**config.mk**
```make
export PLATFORM = sky130hd
export DESIGN_NAME = cfgpin_ctrl
export DESIGN_NICKNAME = d
export VERILOG_FILES = /design/src/shared/cfgpin_pkg.sv /design/src/rtl/cfgpin_ctrl.sv
export SDC_FILE = /design/constraint.sdc
export NUM_CORES = 1
export LEC_CHECK = 0
export ABC_AREA = 0
export BUFFER_PORTS_ARGS = -buffer_cell sky130_fd_sc_hd__buf_4
export CAP_MARGIN = 20
export CORE_ASPECT_RATIO = 1.4
export CORE_MARGIN = 2
export CORE_UTILIZATION = 50
export DETAILED_ROUTE_END_ITERATION = 10
export PLACE_DENSITY = 0.75
export SLEW_MARGIN = 20
export SYNTH_ARGS = -nofsm -noshare
export SYNTH_HDL_FRONTEND = slang
export SYNTH_SLANG_ARGS = --single-unit
```
**constraint.sdc**
```tcl
create_clock -name i_sys_clk -period 4.75 [get_ports i_sys_clk]
set_input_delay 0.2375 -clock i_sys_clk [delete_from_list [all_inputs] [get_ports i_sys_clk]]
set_output_delay 0.2375 -clock i_sys_clk [all_outputs]
set_load 0.01 [all_outputs]
```
**src/shared/cfgpin_pkg.sv**
```systemverilog
// package for the configuration mode pin control block
package cfgpin_pkg;

  // ----------------------------------------------------------------
  // mode pin encodings, read as bit2:bit1:bit0
  // ----------------------------------------------------------------
  localparam logic [2:0] MODE_MASTER_PAR_LOW  = 3'h4;
  localparam logic [2:0] MODE_MASTER_PAR_HIGH = 3'h6;
  localparam logic [2:0] MODE_ASYNC_PERIPH    = 3'h5;
  localparam logic [2:0] MODE_SYNC_PERIPH     = 3'h3;
  localparam logic [2:0] MODE_MASTER_SERIAL   = 3'h0;
  localparam logic [2:0] MODE_SLAVE_SERIAL    = 3'h7;

  // ----------------------------------------------------------------
  // timing
  // ----------------------------------------------------------------
  localparam int unsigned SYS_CLK_MHZ   = 100;
  localparam int unsigned CLR_CLK_NS    = 1000;
  localparam int unsigned CLR_TICK_CYC  = CLR_CLK_NS * SYS_CLK_MHZ / 1000;
  localparam int unsigned CFG_LOAD_CLOCK_HALF_CYC = 4;
  localparam int unsigned CLEAR_FRAMES  = 16;
  localparam int unsigned MODE_WAIT_TK  = 2;

  typedef enum logic [2:0] {
    CFG_CLEAR  = 3'b000,
    CFG_WAIT   = 3'b001,
    CFG_LOAD   = 3'b011,
    CFG_DONE   = 3'b010,
    CFG_ERROR  = 3'b110
  } cfgpin_state_t;

  // pin with output and active-low output enable
  typedef struct packed {
    logic o;
    logic oe_n;
  } cfgpin_pad_t;

endpackage

```
**src/rtl/cfgpin_ctrl.sv**
```systemverilog
// configuration phase pin control: mode, clock, status and handshake pins
// Summary of operation
// - sample mode pins before load; decode six load modes.
// - drive load clock in master and async peripheral; else it is input.
// - after load, load clock gets weak pull-up, usable as readback clock.
// - release done pin at completion (driven low before); only its pull-up is configurable.
// - external low on done optionally holds both gsr release and user output enable.
// - while reprogram input is low, clear configuration memory.
// - after reprogram rises, one full clear, then release init line, then wait.
// - peripheral modes drive ready/busy; host writes only when ready.
// - async peripheral read while selected shows ready on data bit seven.
// - master parallel gives address strobe rise before each address change.
// - high-during-load pin stays high until done, then user pin.
// - without scan option, scan functions off after done; pins user.
// - scan inputs come straight from pads; also reach logic after done.
// - unused outputs stay high impedance with pull-up during load.
// - mode pins become user pins after done.
// - low-during-load pin stays low until done, then user pin.
// - during load, pull init low on detected data error.
// - selected is cs low low and cs high high; write beats read.
// - serial out changes on falling clock, 1.5 periods after input.
//
// Added by the designer: the plain strobed port and the placing of the registers.
module cfgpin_ctrl
  import cfgpin_pkg::*;
#(
  parameter int CLR_FRAMES = CLEAR_FRAMES,
  parameter int BYTE_BITS  = 8
) (
  input  wire logic        i_sys_clk,
  input  wire logic        i_sys_rst,
  input  wire logic        i_reprogram_n,
  input  wire logic        i_init_n,
  input  wire logic [2:0]  i_mode_sel,
  input  wire logic        i_cfg_load_clock,
  input  wire logic        i_serial_din,
  input  wire logic [7:0]  i_data,
  input  wire logic        i_chip_select_low,
  input  wire logic        i_chip_select_high,
  input  wire logic        i_write_strobe_n,
  input  wire logic        i_read_strobe_n,
  input  wire logic        i_done_pin,
  input  wire logic        i_data_error,
  input  wire logic        i_load_complete,
  input  wire logic        i_byte_taken,
  input  wire logic        i_done_hold_en,
  input  wire logic        i_done_pullup_en,
  input  wire logic        i_scan_option,
  input  wire logic [2:0]  i_scan_pads,
  output logic [2:0]       o_mode_latched,
  output logic             o_mode_valid,
  output cfgpin_pad_t      o_cfg_load_clock,
  output logic             o_cfg_load_clock_pullup,
  output logic             o_readback_clk,
  output cfgpin_pad_t      o_done,
  output logic             o_done_pullup,
  output logic             o_gsr_release,
  output cfgpin_pad_t      o_init,
  output logic             o_mem_clear,
  output cfgpin_pad_t      o_high_during_load,
  output cfgpin_pad_t      o_low_during_load,
  output cfgpin_pad_t      o_ready_busy,
  output cfgpin_pad_t      o_data_bit_seven,
  output cfgpin_pad_t      o_addr_strobe,
  output logic [15:0]      o_prom_addr_low,
  output logic             o_prom_addr_oe_n,
  output logic [7:0]       o_byte_data,
  output logic             o_byte_valid,
  output cfgpin_pad_t      o_serial_dout,
  output logic [2:0]       o_scan_to_logic,
  output logic             o_scan_enabled,
  output logic             o_user_io_enable,
  output logic             o_pullups_on
);

  initial begin
    if (CLR_FRAMES < 1 || BYTE_BITS != 8) $error("bad parameters");
  end

  // ----------------------------------------------------------------
  // input synchronisers
  // ----------------------------------------------------------------
  localparam int NS = 19;
  logic [NS-1:0] s1_r, s2_r;
  logic [NS-1:0] raw;
  assign raw = {i_reprogram_n, i_init_n, i_mode_sel, i_cfg_load_clock,
                i_serial_din, i_data, i_chip_select_low,
                i_chip_select_high, i_write_strobe_n, i_read_strobe_n};
  always_ff @(posedge i_sys_clk) begin
    s1_r <= raw;
    s2_r <= s1_r;
  end
  logic       prog_n, init_in_n, cfg_load_clock_in, din, cs0, cs1, ws_n, rs_n;
  logic [2:0] mode_in;
  logic [7:0] data_in;
  assign {prog_n, init_in_n, mode_in, cfg_load_clock_in, din, data_in,
          cs0, cs1, ws_n, rs_n} = s2_r;
  logic done_s1_r, done_s2_r;
  always_ff @(posedge i_sys_clk) begin
    done_s1_r <= i_done_pin;
    done_s2_r <= done_s1_r;
  end

  // ----------------------------------------------------------------
  // mode decode
  // ----------------------------------------------------------------
  cfgpin_state_t st_r, st_nxt;
  logic [2:0]  mode_r, mode_nxt;
  logic        mvalid_r, mvalid_nxt;
  logic [15:0] tick_r, tick_nxt;
  logic [15:0] cnt_r, cnt_nxt;
  logic        is_master, is_par, is_aperi, is_speri, is_drv_clk;
  always_comb begin
    is_par    = (mode_r == MODE_MASTER_PAR_LOW) ||
                (mode_r == MODE_MASTER_PAR_HIGH);
    is_aperi  = (mode_r == MODE_ASYNC_PERIPH);
    is_speri  = (mode_r == MODE_SYNC_PERIPH);
    is_master = is_par || (mode_r == MODE_MASTER_SERIAL);
    is_drv_clk = is_master || is_aperi;
  end

  logic in_load;
  assign in_load = (st_r != CFG_DONE);

  // ----------------------------------------------------------------
  // sequence: clear, wait, load, done
  // ----------------------------------------------------------------
  logic tick;
  logic prog_d_r;
  assign tick = (tick_r == 16'(CLR_TICK_CYC - 1));
  always_comb begin
    st_nxt     = st_r;
    mode_nxt   = mode_r;
    mvalid_nxt = mvalid_r;
    tick_nxt   = tick ? 16'h0000 : tick_r + 16'h0001;
    cnt_nxt    = cnt_r;
    if (!prog_n) begin
      st_nxt     = CFG_CLEAR;
      cnt_nxt    = 16'h0000;
      mvalid_nxt = 1'b0;
    end else begin
      case (st_r)
        CFG_CLEAR: begin
          if (tick) begin
            cnt_nxt = cnt_r + 16'h0001;
            if (cnt_r == 16'(CLR_FRAMES - 1)) begin
              st_nxt  = CFG_WAIT;
              cnt_nxt = 16'h0000;
            end
          end
        end
        CFG_WAIT: begin
          if (!init_in_n) begin
            cnt_nxt = 16'h0000;
          end else if (tick) begin
            cnt_nxt = cnt_r + 16'h0001;
            if (cnt_r == 16'(MODE_WAIT_TK - 1)) begin
              mode_nxt   = mode_in;
              mvalid_nxt = 1'b1;
              st_nxt     = CFG_LOAD;
              cnt_nxt    = 16'h0000;
            end
          end
        end
        CFG_LOAD: begin
          if (i_data_error) begin
            st_nxt = CFG_ERROR;
          end else if (i_load_complete) begin
            st_nxt = CFG_DONE;
          end
        end
        CFG_ERROR: st_nxt = CFG_ERROR;
        default:   st_nxt = st_r;
      endcase
    end
  end
  always_ff @(posedge i_sys_clk) begin
    if (i_sys_rst) begin
      st_r     <= CFG_CLEAR;
      mode_r   <= 3'h0;
      mvalid_r <= 1'b0;
      tick_r   <= 16'h0000;
      cnt_r    <= 16'h0000;
      prog_d_r <= 1'b1;
    end else begin
      st_r     <= st_nxt;
      mode_r   <= mode_nxt;
      mvalid_r <= mvalid_nxt;
      tick_r   <= tick_nxt;
      cnt_r    <= cnt_nxt;
      prog_d_r <= prog_n;
    end
  end

  // ----------------------------------------------------------------
  // clock generation and edge detection
  // ----------------------------------------------------------------
  logic [7:0] div_r, div_nxt;
  logic       gclk_r, gclk_nxt, cin_d_r;
  logic       run_clk;
  assign run_clk = (st_r == CFG_LOAD) || (st_r == CFG_ERROR);
  always_comb begin
    div_nxt  = div_r;
    gclk_nxt = gclk_r;
    if (run_clk && is_drv_clk) begin
      if (div_r == 8'(CFG_LOAD_CLOCK_HALF_CYC - 1)) begin
        div_nxt  = 8'h00;
        gclk_nxt = ~gclk_r;
      end else begin
        div_nxt = div_r + 8'h01;
      end
    end else begin
      div_nxt  = 8'h00;
      gclk_nxt = 1'b0;
    end
  end
  logic cfg_load_clock_cur, cfg_load_clock_prev, rise, fall;
  assign cfg_load_clock_cur  = is_drv_clk ? gclk_nxt : cfg_load_clock_in;
  assign cfg_load_clock_prev = is_drv_clk ? gclk_r : cin_d_r;
  assign rise = run_clk && cfg_load_clock_cur && !cfg_load_clock_prev;
  assign fall = run_clk && !cfg_load_clock_cur && cfg_load_clock_prev;

  // ----------------------------------------------------------------
  // data path: serial shift, byte capture, handshake, address
  // ----------------------------------------------------------------
  logic [2:0]  bitc_r, bitc_nxt;
  logic [7:0]  sh_r, sh_nxt, byte_r, byte_nxt;
  logic        bval_r, bval_nxt, busy_r, busy_nxt;
  logic [1:0]  dq_r, dq_nxt;
  logic        dout_r, dout_nxt, rck_r, rck_nxt;
  logic [15:0] addr_r, addr_nxt;
  logic        sel, ws_eff, rs_eff, ws_d_r;
  assign sel    = !cs0 && cs1;
  assign ws_eff = sel && !ws_n;
  assign rs_eff = sel && !rs_n && ws_n;
  always_comb begin
    bitc_nxt = bitc_r;
    sh_nxt   = sh_r;
    byte_nxt = byte_r;
    bval_nxt = 1'b0;
    busy_nxt = busy_r;
    dq_nxt   = dq_r;
    dout_nxt = dout_r;
    rck_nxt  = 1'b0;
    addr_nxt = addr_r;
    if (st_r == CFG_LOAD) begin
      if (rise) begin
        dq_nxt = {dq_r[0], din};
        if (is_par && bitc_r == 3'h6) begin
          rck_nxt = 1'b1;
        end
        if (!is_par && !is_aperi && !is_speri) begin
          sh_nxt   = {sh_r[6:0], din};
          bitc_nxt = bitc_r + 3'h1;
          if (bitc_r == 3'h7) begin
            byte_nxt = {sh_r[6:0], din};
            bval_nxt = 1'b1;
          end
        end else if (is_par) begin
          bitc_nxt = bitc_r + 3'h1;
          if (bitc_r == 3'h7) begin
            byte_nxt = data_in;
            bval_nxt = 1'b1;
            addr_nxt = addr_r + 16'h0001;
          end
        end else if (is_speri && busy_r) begin
          bval_nxt = 1'b1;
          busy_nxt = 1'b0;
        end
      end
      if (fall) begin
        dout_nxt = dq_r[1];
      end
      if (is_aperi && ws_eff && !ws_d_r && !busy_r) begin
        byte_nxt = data_in;
        busy_nxt = 1'b1;
      end
      if (is_speri && ws_eff && !busy_r) begin
        byte_nxt = data_in;
        busy_nxt = 1'b1;
      end
      if (is_aperi && busy_r && i_byte_taken) begin
        busy_nxt = 1'b0;
        bval_nxt = 1'b1;
      end
    end else begin
      bitc_nxt = 3'h0;
      busy_nxt = 1'b0;
      addr_nxt = 16'h0000;
    end
  end
  always_ff @(posedge i_sys_clk) begin
    if (i_sys_rst) begin
      div_r  <= 8'h00;
      gclk_r <= 1'b0;
      cin_d_r <= 1'b0;
      bitc_r <= 3'h0;
      sh_r   <= 8'h00;
      byte_r <= 8'h00;
      bval_r <= 1'b0;
      busy_r <= 1'b0;
      dq_r   <= 2'h0;
      dout_r <= 1'b1;
      rck_r  <= 1'b0;
      addr_r <= 16'h0000;
      ws_d_r <= 1'b0;
    end else begin
      div_r  <= div_nxt;
      gclk_r <= gclk_nxt;
      cin_d_r <= cfg_load_clock_in;
      bitc_r <= bitc_nxt;
      sh_r   <= sh_nxt;
      byte_r <= byte_nxt;
      bval_r <= bval_nxt;
      busy_r <= busy_nxt;
      dq_r   <= dq_nxt;
      dout_r <= dout_nxt;
      rck_r  <= rck_nxt;
      addr_r <= addr_nxt;
      ws_d_r <= ws_eff;
    end
  end

  // ----------------------------------------------------------------
  // pin drive
  // ----------------------------------------------------------------
  logic done_q, hold;
  assign done_q = (st_r == CFG_DONE);
  assign hold   = i_done_hold_en && !done_s2_r;
  always_comb begin
    o_mode_latched     = mode_r;
    o_mode_valid       = mvalid_r;
    o_cfg_load_clock   = '{o: gclk_r, oe_n: !(in_load && is_drv_clk &&
                          mvalid_r)};
    o_cfg_load_clock_pullup      = done_q;
    o_readback_clk     = done_q && cfg_load_clock_in;
    o_done             = '{o: 1'b0, oe_n: done_q};
    o_done_pullup      = done_q && i_done_pullup_en;
    o_gsr_release      = done_q && !hold;
    o_init             = '{o: 1'b0, oe_n: !(st_r == CFG_CLEAR ||
                          st_r == CFG_ERROR)};
    o_mem_clear        = (st_r == CFG_CLEAR);
    o_high_during_load = '{o: 1'b1, oe_n: done_q};
    o_low_during_load  = '{o: 1'b0, oe_n: done_q};
    o_ready_busy       = '{o: !busy_r, oe_n: !(in_load &&
                          (is_aperi || is_speri))};
    o_data_bit_seven   = '{o: !busy_r, oe_n: !(in_load && is_aperi &&
                          rs_eff)};
    o_addr_strobe      = '{o: rck_r, oe_n: !(in_load && is_par)};
    o_prom_addr_low    = addr_r;
    o_prom_addr_oe_n   = !(in_load && is_par);
    o_byte_data        = byte_r;
    o_byte_valid       = bval_r;
    o_serial_dout      = '{o: dout_r, oe_n: done_q};
    o_scan_enabled     = !done_q || i_scan_option;
    o_scan_to_logic    = done_q ? i_scan_pads : 3'h0;
    o_user_io_enable   = done_q && !hold;
    o_pullups_on       = !done_q;
  end

  // ----------------------------------------------------------------
  // checks
  // ----------------------------------------------------------------
  ldc_until_done_a: assert property (@(posedge i_sys_clk) disable iff
    (i_sys_rst) !done_q |-> !o_low_during_load.oe_n)
    else $error("low-during-load not driven");
  hdc_until_done_a: assert property (@(posedge i_sys_clk) disable iff
    (i_sys_rst) o_high_during_load.oe_n == done_q)
    else $error("high-during-load wrong");
  mode_hold_a: assert property (@(posedge i_sys_clk) disable iff
    (i_sys_rst) (mvalid_r && $past(mvalid_r)) |-> $stable(mode_r))
    else $error("mode changed after latch");
  clear_on_prog_a: assert property (@(posedge i_sys_clk) disable iff
    (i_sys_rst) !prog_n |=> o_mem_clear && o_init.oe_n == 1'b0)
    else $error("no clear on reprogram");
  clk_dir_a: assert property (@(posedge i_sys_clk) disable iff
    (i_sys_rst) (mvalid_r && in_load && (is_speri ||
    mode_r == MODE_SLAVE_SERIAL)) |-> o_cfg_load_clock.oe_n)
    else $error("clock driven in slave mode");
  err_init_a: assert property (@(posedge i_sys_clk) disable iff
    (i_sys_rst) (st_r == CFG_LOAD && i_data_error && prog_n) |=>
    !o_init.oe_n && !o_init.o)
    else $error("error not flagged");
  scan_off_a: assert property (@(posedge i_sys_clk) disable iff
    (i_sys_rst) (done_q && !i_scan_option) |-> !o_scan_enabled)
    else $error("scan still on");
  rdy_d7_a: assert property (@(posedge i_sys_clk) disable iff
    (i_sys_rst) !o_data_bit_seven.oe_n |->
    o_data_bit_seven.o == o_ready_busy.o)
    else $error("bit seven differs from ready");
  dout_fall_a: assert property (@(posedge i_sys_clk) disable iff
    (i_sys_rst) $changed(dout_r) && st_r == CFG_LOAD |-> $past(fall))
    else $error("serial out moved off falling edge");

endmodule

```
==> impl_metrics.json <==
{
  "status": "completed",
  "grt_use_met1_pct": 22.2,
  "yosys.area_share.adder_pct": 1.91,
  "crit_fanout": 16,
  "crit_path_start_kind": "flip-flop",
  "synth.cell_area_um2": 5230,
  "ant_nets": 0,
  "cts_sinks": 130,
  "cts-root-buf": "clkbuf_16",
  "period_minus_slack_ns": 2.80,
  "coreArea_um2": 10300,
  "cap_violations": 0,
  "cp.arrival_ns": 3.11,
  "cts_tree": "done",
  "clockBufferDepth": 2,
  "cts_made_buffers": 17,
  "ys_seq_area_share_pct": 49.7,
  "met3_usage_pct": 6.57,
  "drv_slew": 0,
  "layout_common_cells": "dfxtp_1, buf_4, nor2_1",
  "antennaDiodeCount": 0,
  "postSynth.asyncResetShare_pct": 0,
  "leakagePower_uw": 0.00261,
  "synth_edf_count": 0,
  "powerDensity_nw_per_um2": 369,
  "wl_mm": 10.8,
  "skew_ns": 0.00520,
  "postSynthAreaPerCell_um2": 9.53,
  "die_w_um": 90.5,
  "synth-compound-area-share_pct": 11.1,
  "drive_gt1_share_pct": 20.5,
  "gp_congestion": 0.879,
  "via_per_inst": 5.22,
  "post_drt_wl_per_cell_um": 13.6,
  "clk_latency_ns": 0.42,
  "initial_utilization_pct": 50.8,
  "hold_start": "i_data_error",
  "drt-pass1-iter-count": 4,
  "worst_pin_slew_ns": 0.777,
  "seqCellArea_um2": 2600,
  "grt_overflow": 0,
  "period_share_pct": 59.0,
  "hold_path_class": "in2reg",
  "synth_top_family_by_area": "simple AND/OR/NAND/NOR gates",
  "yosysTopAreaCell": "dfxtp_1",
  "timing.setup.tns_ns": 0,
  "fin_util_pct": 64.5,
  "final_common_cell": "dfxtp_1",
  "cts-htree-levels": 4,
  "rsz0062_at_grt": "false",
  "crit_start": "tick_r[0]",
  "first_iter_violations": 132,
  "grt_pass1_wl_mm": 18.0,
  "io_pins": 90,
  "synth.area.top_cells": "dfxtp_1, nor2_1, xor2_1",
  "antenna_found_initial": 0,
  "nNetsFinal": 681,
  "placed_cells": 741,
  "grt_max_degree": 29,
  "drc": 0,
  "r2r_start": "tick_r[0]",
  "clk_pin_slew_ns": 0.06,
  "ys_types": 61,
  "rows": 44,
  "synth_xor_area_share_pct": 6.81,
  "dieHeight_um": 125,
  "num_vias": 4139,
  "io_buffers": 85,
  "ys.warnings.count": 0,
  "grt_util_all_layers_pct": 19.6,
  "syn_inst": 549,
  "max_slew_margin_pct": 48.1,
  "area_growth_pct": 26.9,
  "synth_flop_cell": "dfxtp_1",
  "nFillCells": 831,
  "yosys.area_share.simple_pct": 21.2,
  "fmax_ghz": 0.357,
  "hold_violations": 0,
  "dp_hpwl_mm": 7.57,
  "met2_usage_pct": 33.6,
  "peakVddDrop_mv": 0.239,
  "grt_pass1_vias": 3949,
  "whs_ns": 0.0760,
  "die_area_um2": 11300,
  "final_cell_count_no_fill": 793,
  "crit_type": "reg2reg",
  "required_ns": 5.06,
  "fin_ws_ns": 1.95,
  "grt.busiest_layer": "met2",
  "dpl_worst_slack_ns": 2.01,
  "multiInputGateArea_um2": 2360,
  "finalSetupViolCount": 0,
  "synth_top_area_share_pct": 49.7,
  "synth_mux_area_share_pct": 3.83,
  "synth_seq_cells": 130,
  "crit_path_end_kind": "flip-flop"
}
==> through the flow <==
| stage | total power [uW] | instance area [um2] |
|---|---|---|
| after CTS | 2470 | 6640 |
| after global placement | 1180 | 5850 |
| after detailed placement | 1180 | 5850 |
| after global routing | 2530 | 6640 |
| after floorplan | 1160 | 5240 |
| final | 2450 | 6640 |
==> cell families (layout without fill, tap and decap cells) <==
logic type / Yosys count / in the layout
compound gates: 79 / 79
xor+xnor: 39 / 39
fa+ha+maj: 8 / 8
buf+inv: 52 / 156
flops: 130 / 130
mux: 20 / 20
other cells: 2 / 4
simple gates: 219 / 219
==> routing by layer <==
layer	vias up	share of wire [%]
li1	2074	-
met1	1941	43
met3	16	5.0
met2	108	51
met4	0	1.7
met5	-	0
==> area by class of cell <==
class                   count  share of cell area [%]
clock buffers              17                    6.40
clock inverters            15                    2.52
inverters                  19                    1.07
multi-input cells         369                    35.6
flip-flops and latches    130                    39.2
well taps                 138                    2.60
repair buffers            105                    12.6
==> repair_timing <==
item	4_1_cts	5_1_grt
endpoints found under the hold margin	20	0
gates resized for setup	0	0
buffers inserted	0	0
hold buffers	20	0
endpoints found under the setup margin	0	0
==> registers in the layout, indices dropped and copies added, names as in the netlist <==
name,cells
s2_r,19
done_s1_r,1
dout_r,1
ws_d_r,1
gclk_r,1
done_s2_r,1
dq_r,2
bitc_r,3
sh_r,7
div_r,8
s1_r,19
st_r,3
tick_r,16
cnt_r,16
o_prom_addr_low,16
o_byte_valid,1
o_byte_data,8
cin_d_r,1
o_mode_latched,3
rck_r,1
busy_r,1
o_mode_valid,1
==> critical path, cell delays in order (launching register included) <==
cell and delay [ns]:
dfxtp_1 0.38, ha_1 0.24, and4b_1 0.21, nand4_1 0.30, a21oi_1 0.62, a21o_1 0.51, o32ai_1 0.18, a22o_1 0.25
==> synthesized netlist by cell type, drive strengths merged, types with 2 or more instances <==
master	n
and4	2
nand3b	2
nand2	36
xor2	24
a2111oi	6
a21o	5
xnor2	15
or4	3
or2	4
inv	19
a211oi	17
conb	2
a31o	2
nor2	68
nand3	19
buf	20
or3	7
a21oi	21
nor2b	6
nor3b	2
mux2i	20
nor4	6
dfxtp	130
nand4	14
clkbuf	13
o211ai	2
o21ai	15
ha	8
nand2b	8
o21a	2
and2	9
and3	13
nor3	15
==> report_power, final <==
group	total, uW	internal [uW]	switching (uW)
logic	50.9	31.4	19.4
clock network	1280	748	534
registers	1120	1110	8.66
total	2450	1890	562
==> worst paths after layout <==
kind	slack (ns)	cells after the start	end
worst max-delay path	1.95	7	cnt_r[11]
worst min-delay path	0.08	3	st_r[2]
worst max register to register	1.95	7	cnt_r[11]
worst min register to register	0.33	0	s2_r[0]
No activity file was read; power rests on OpenSTA's default activity.
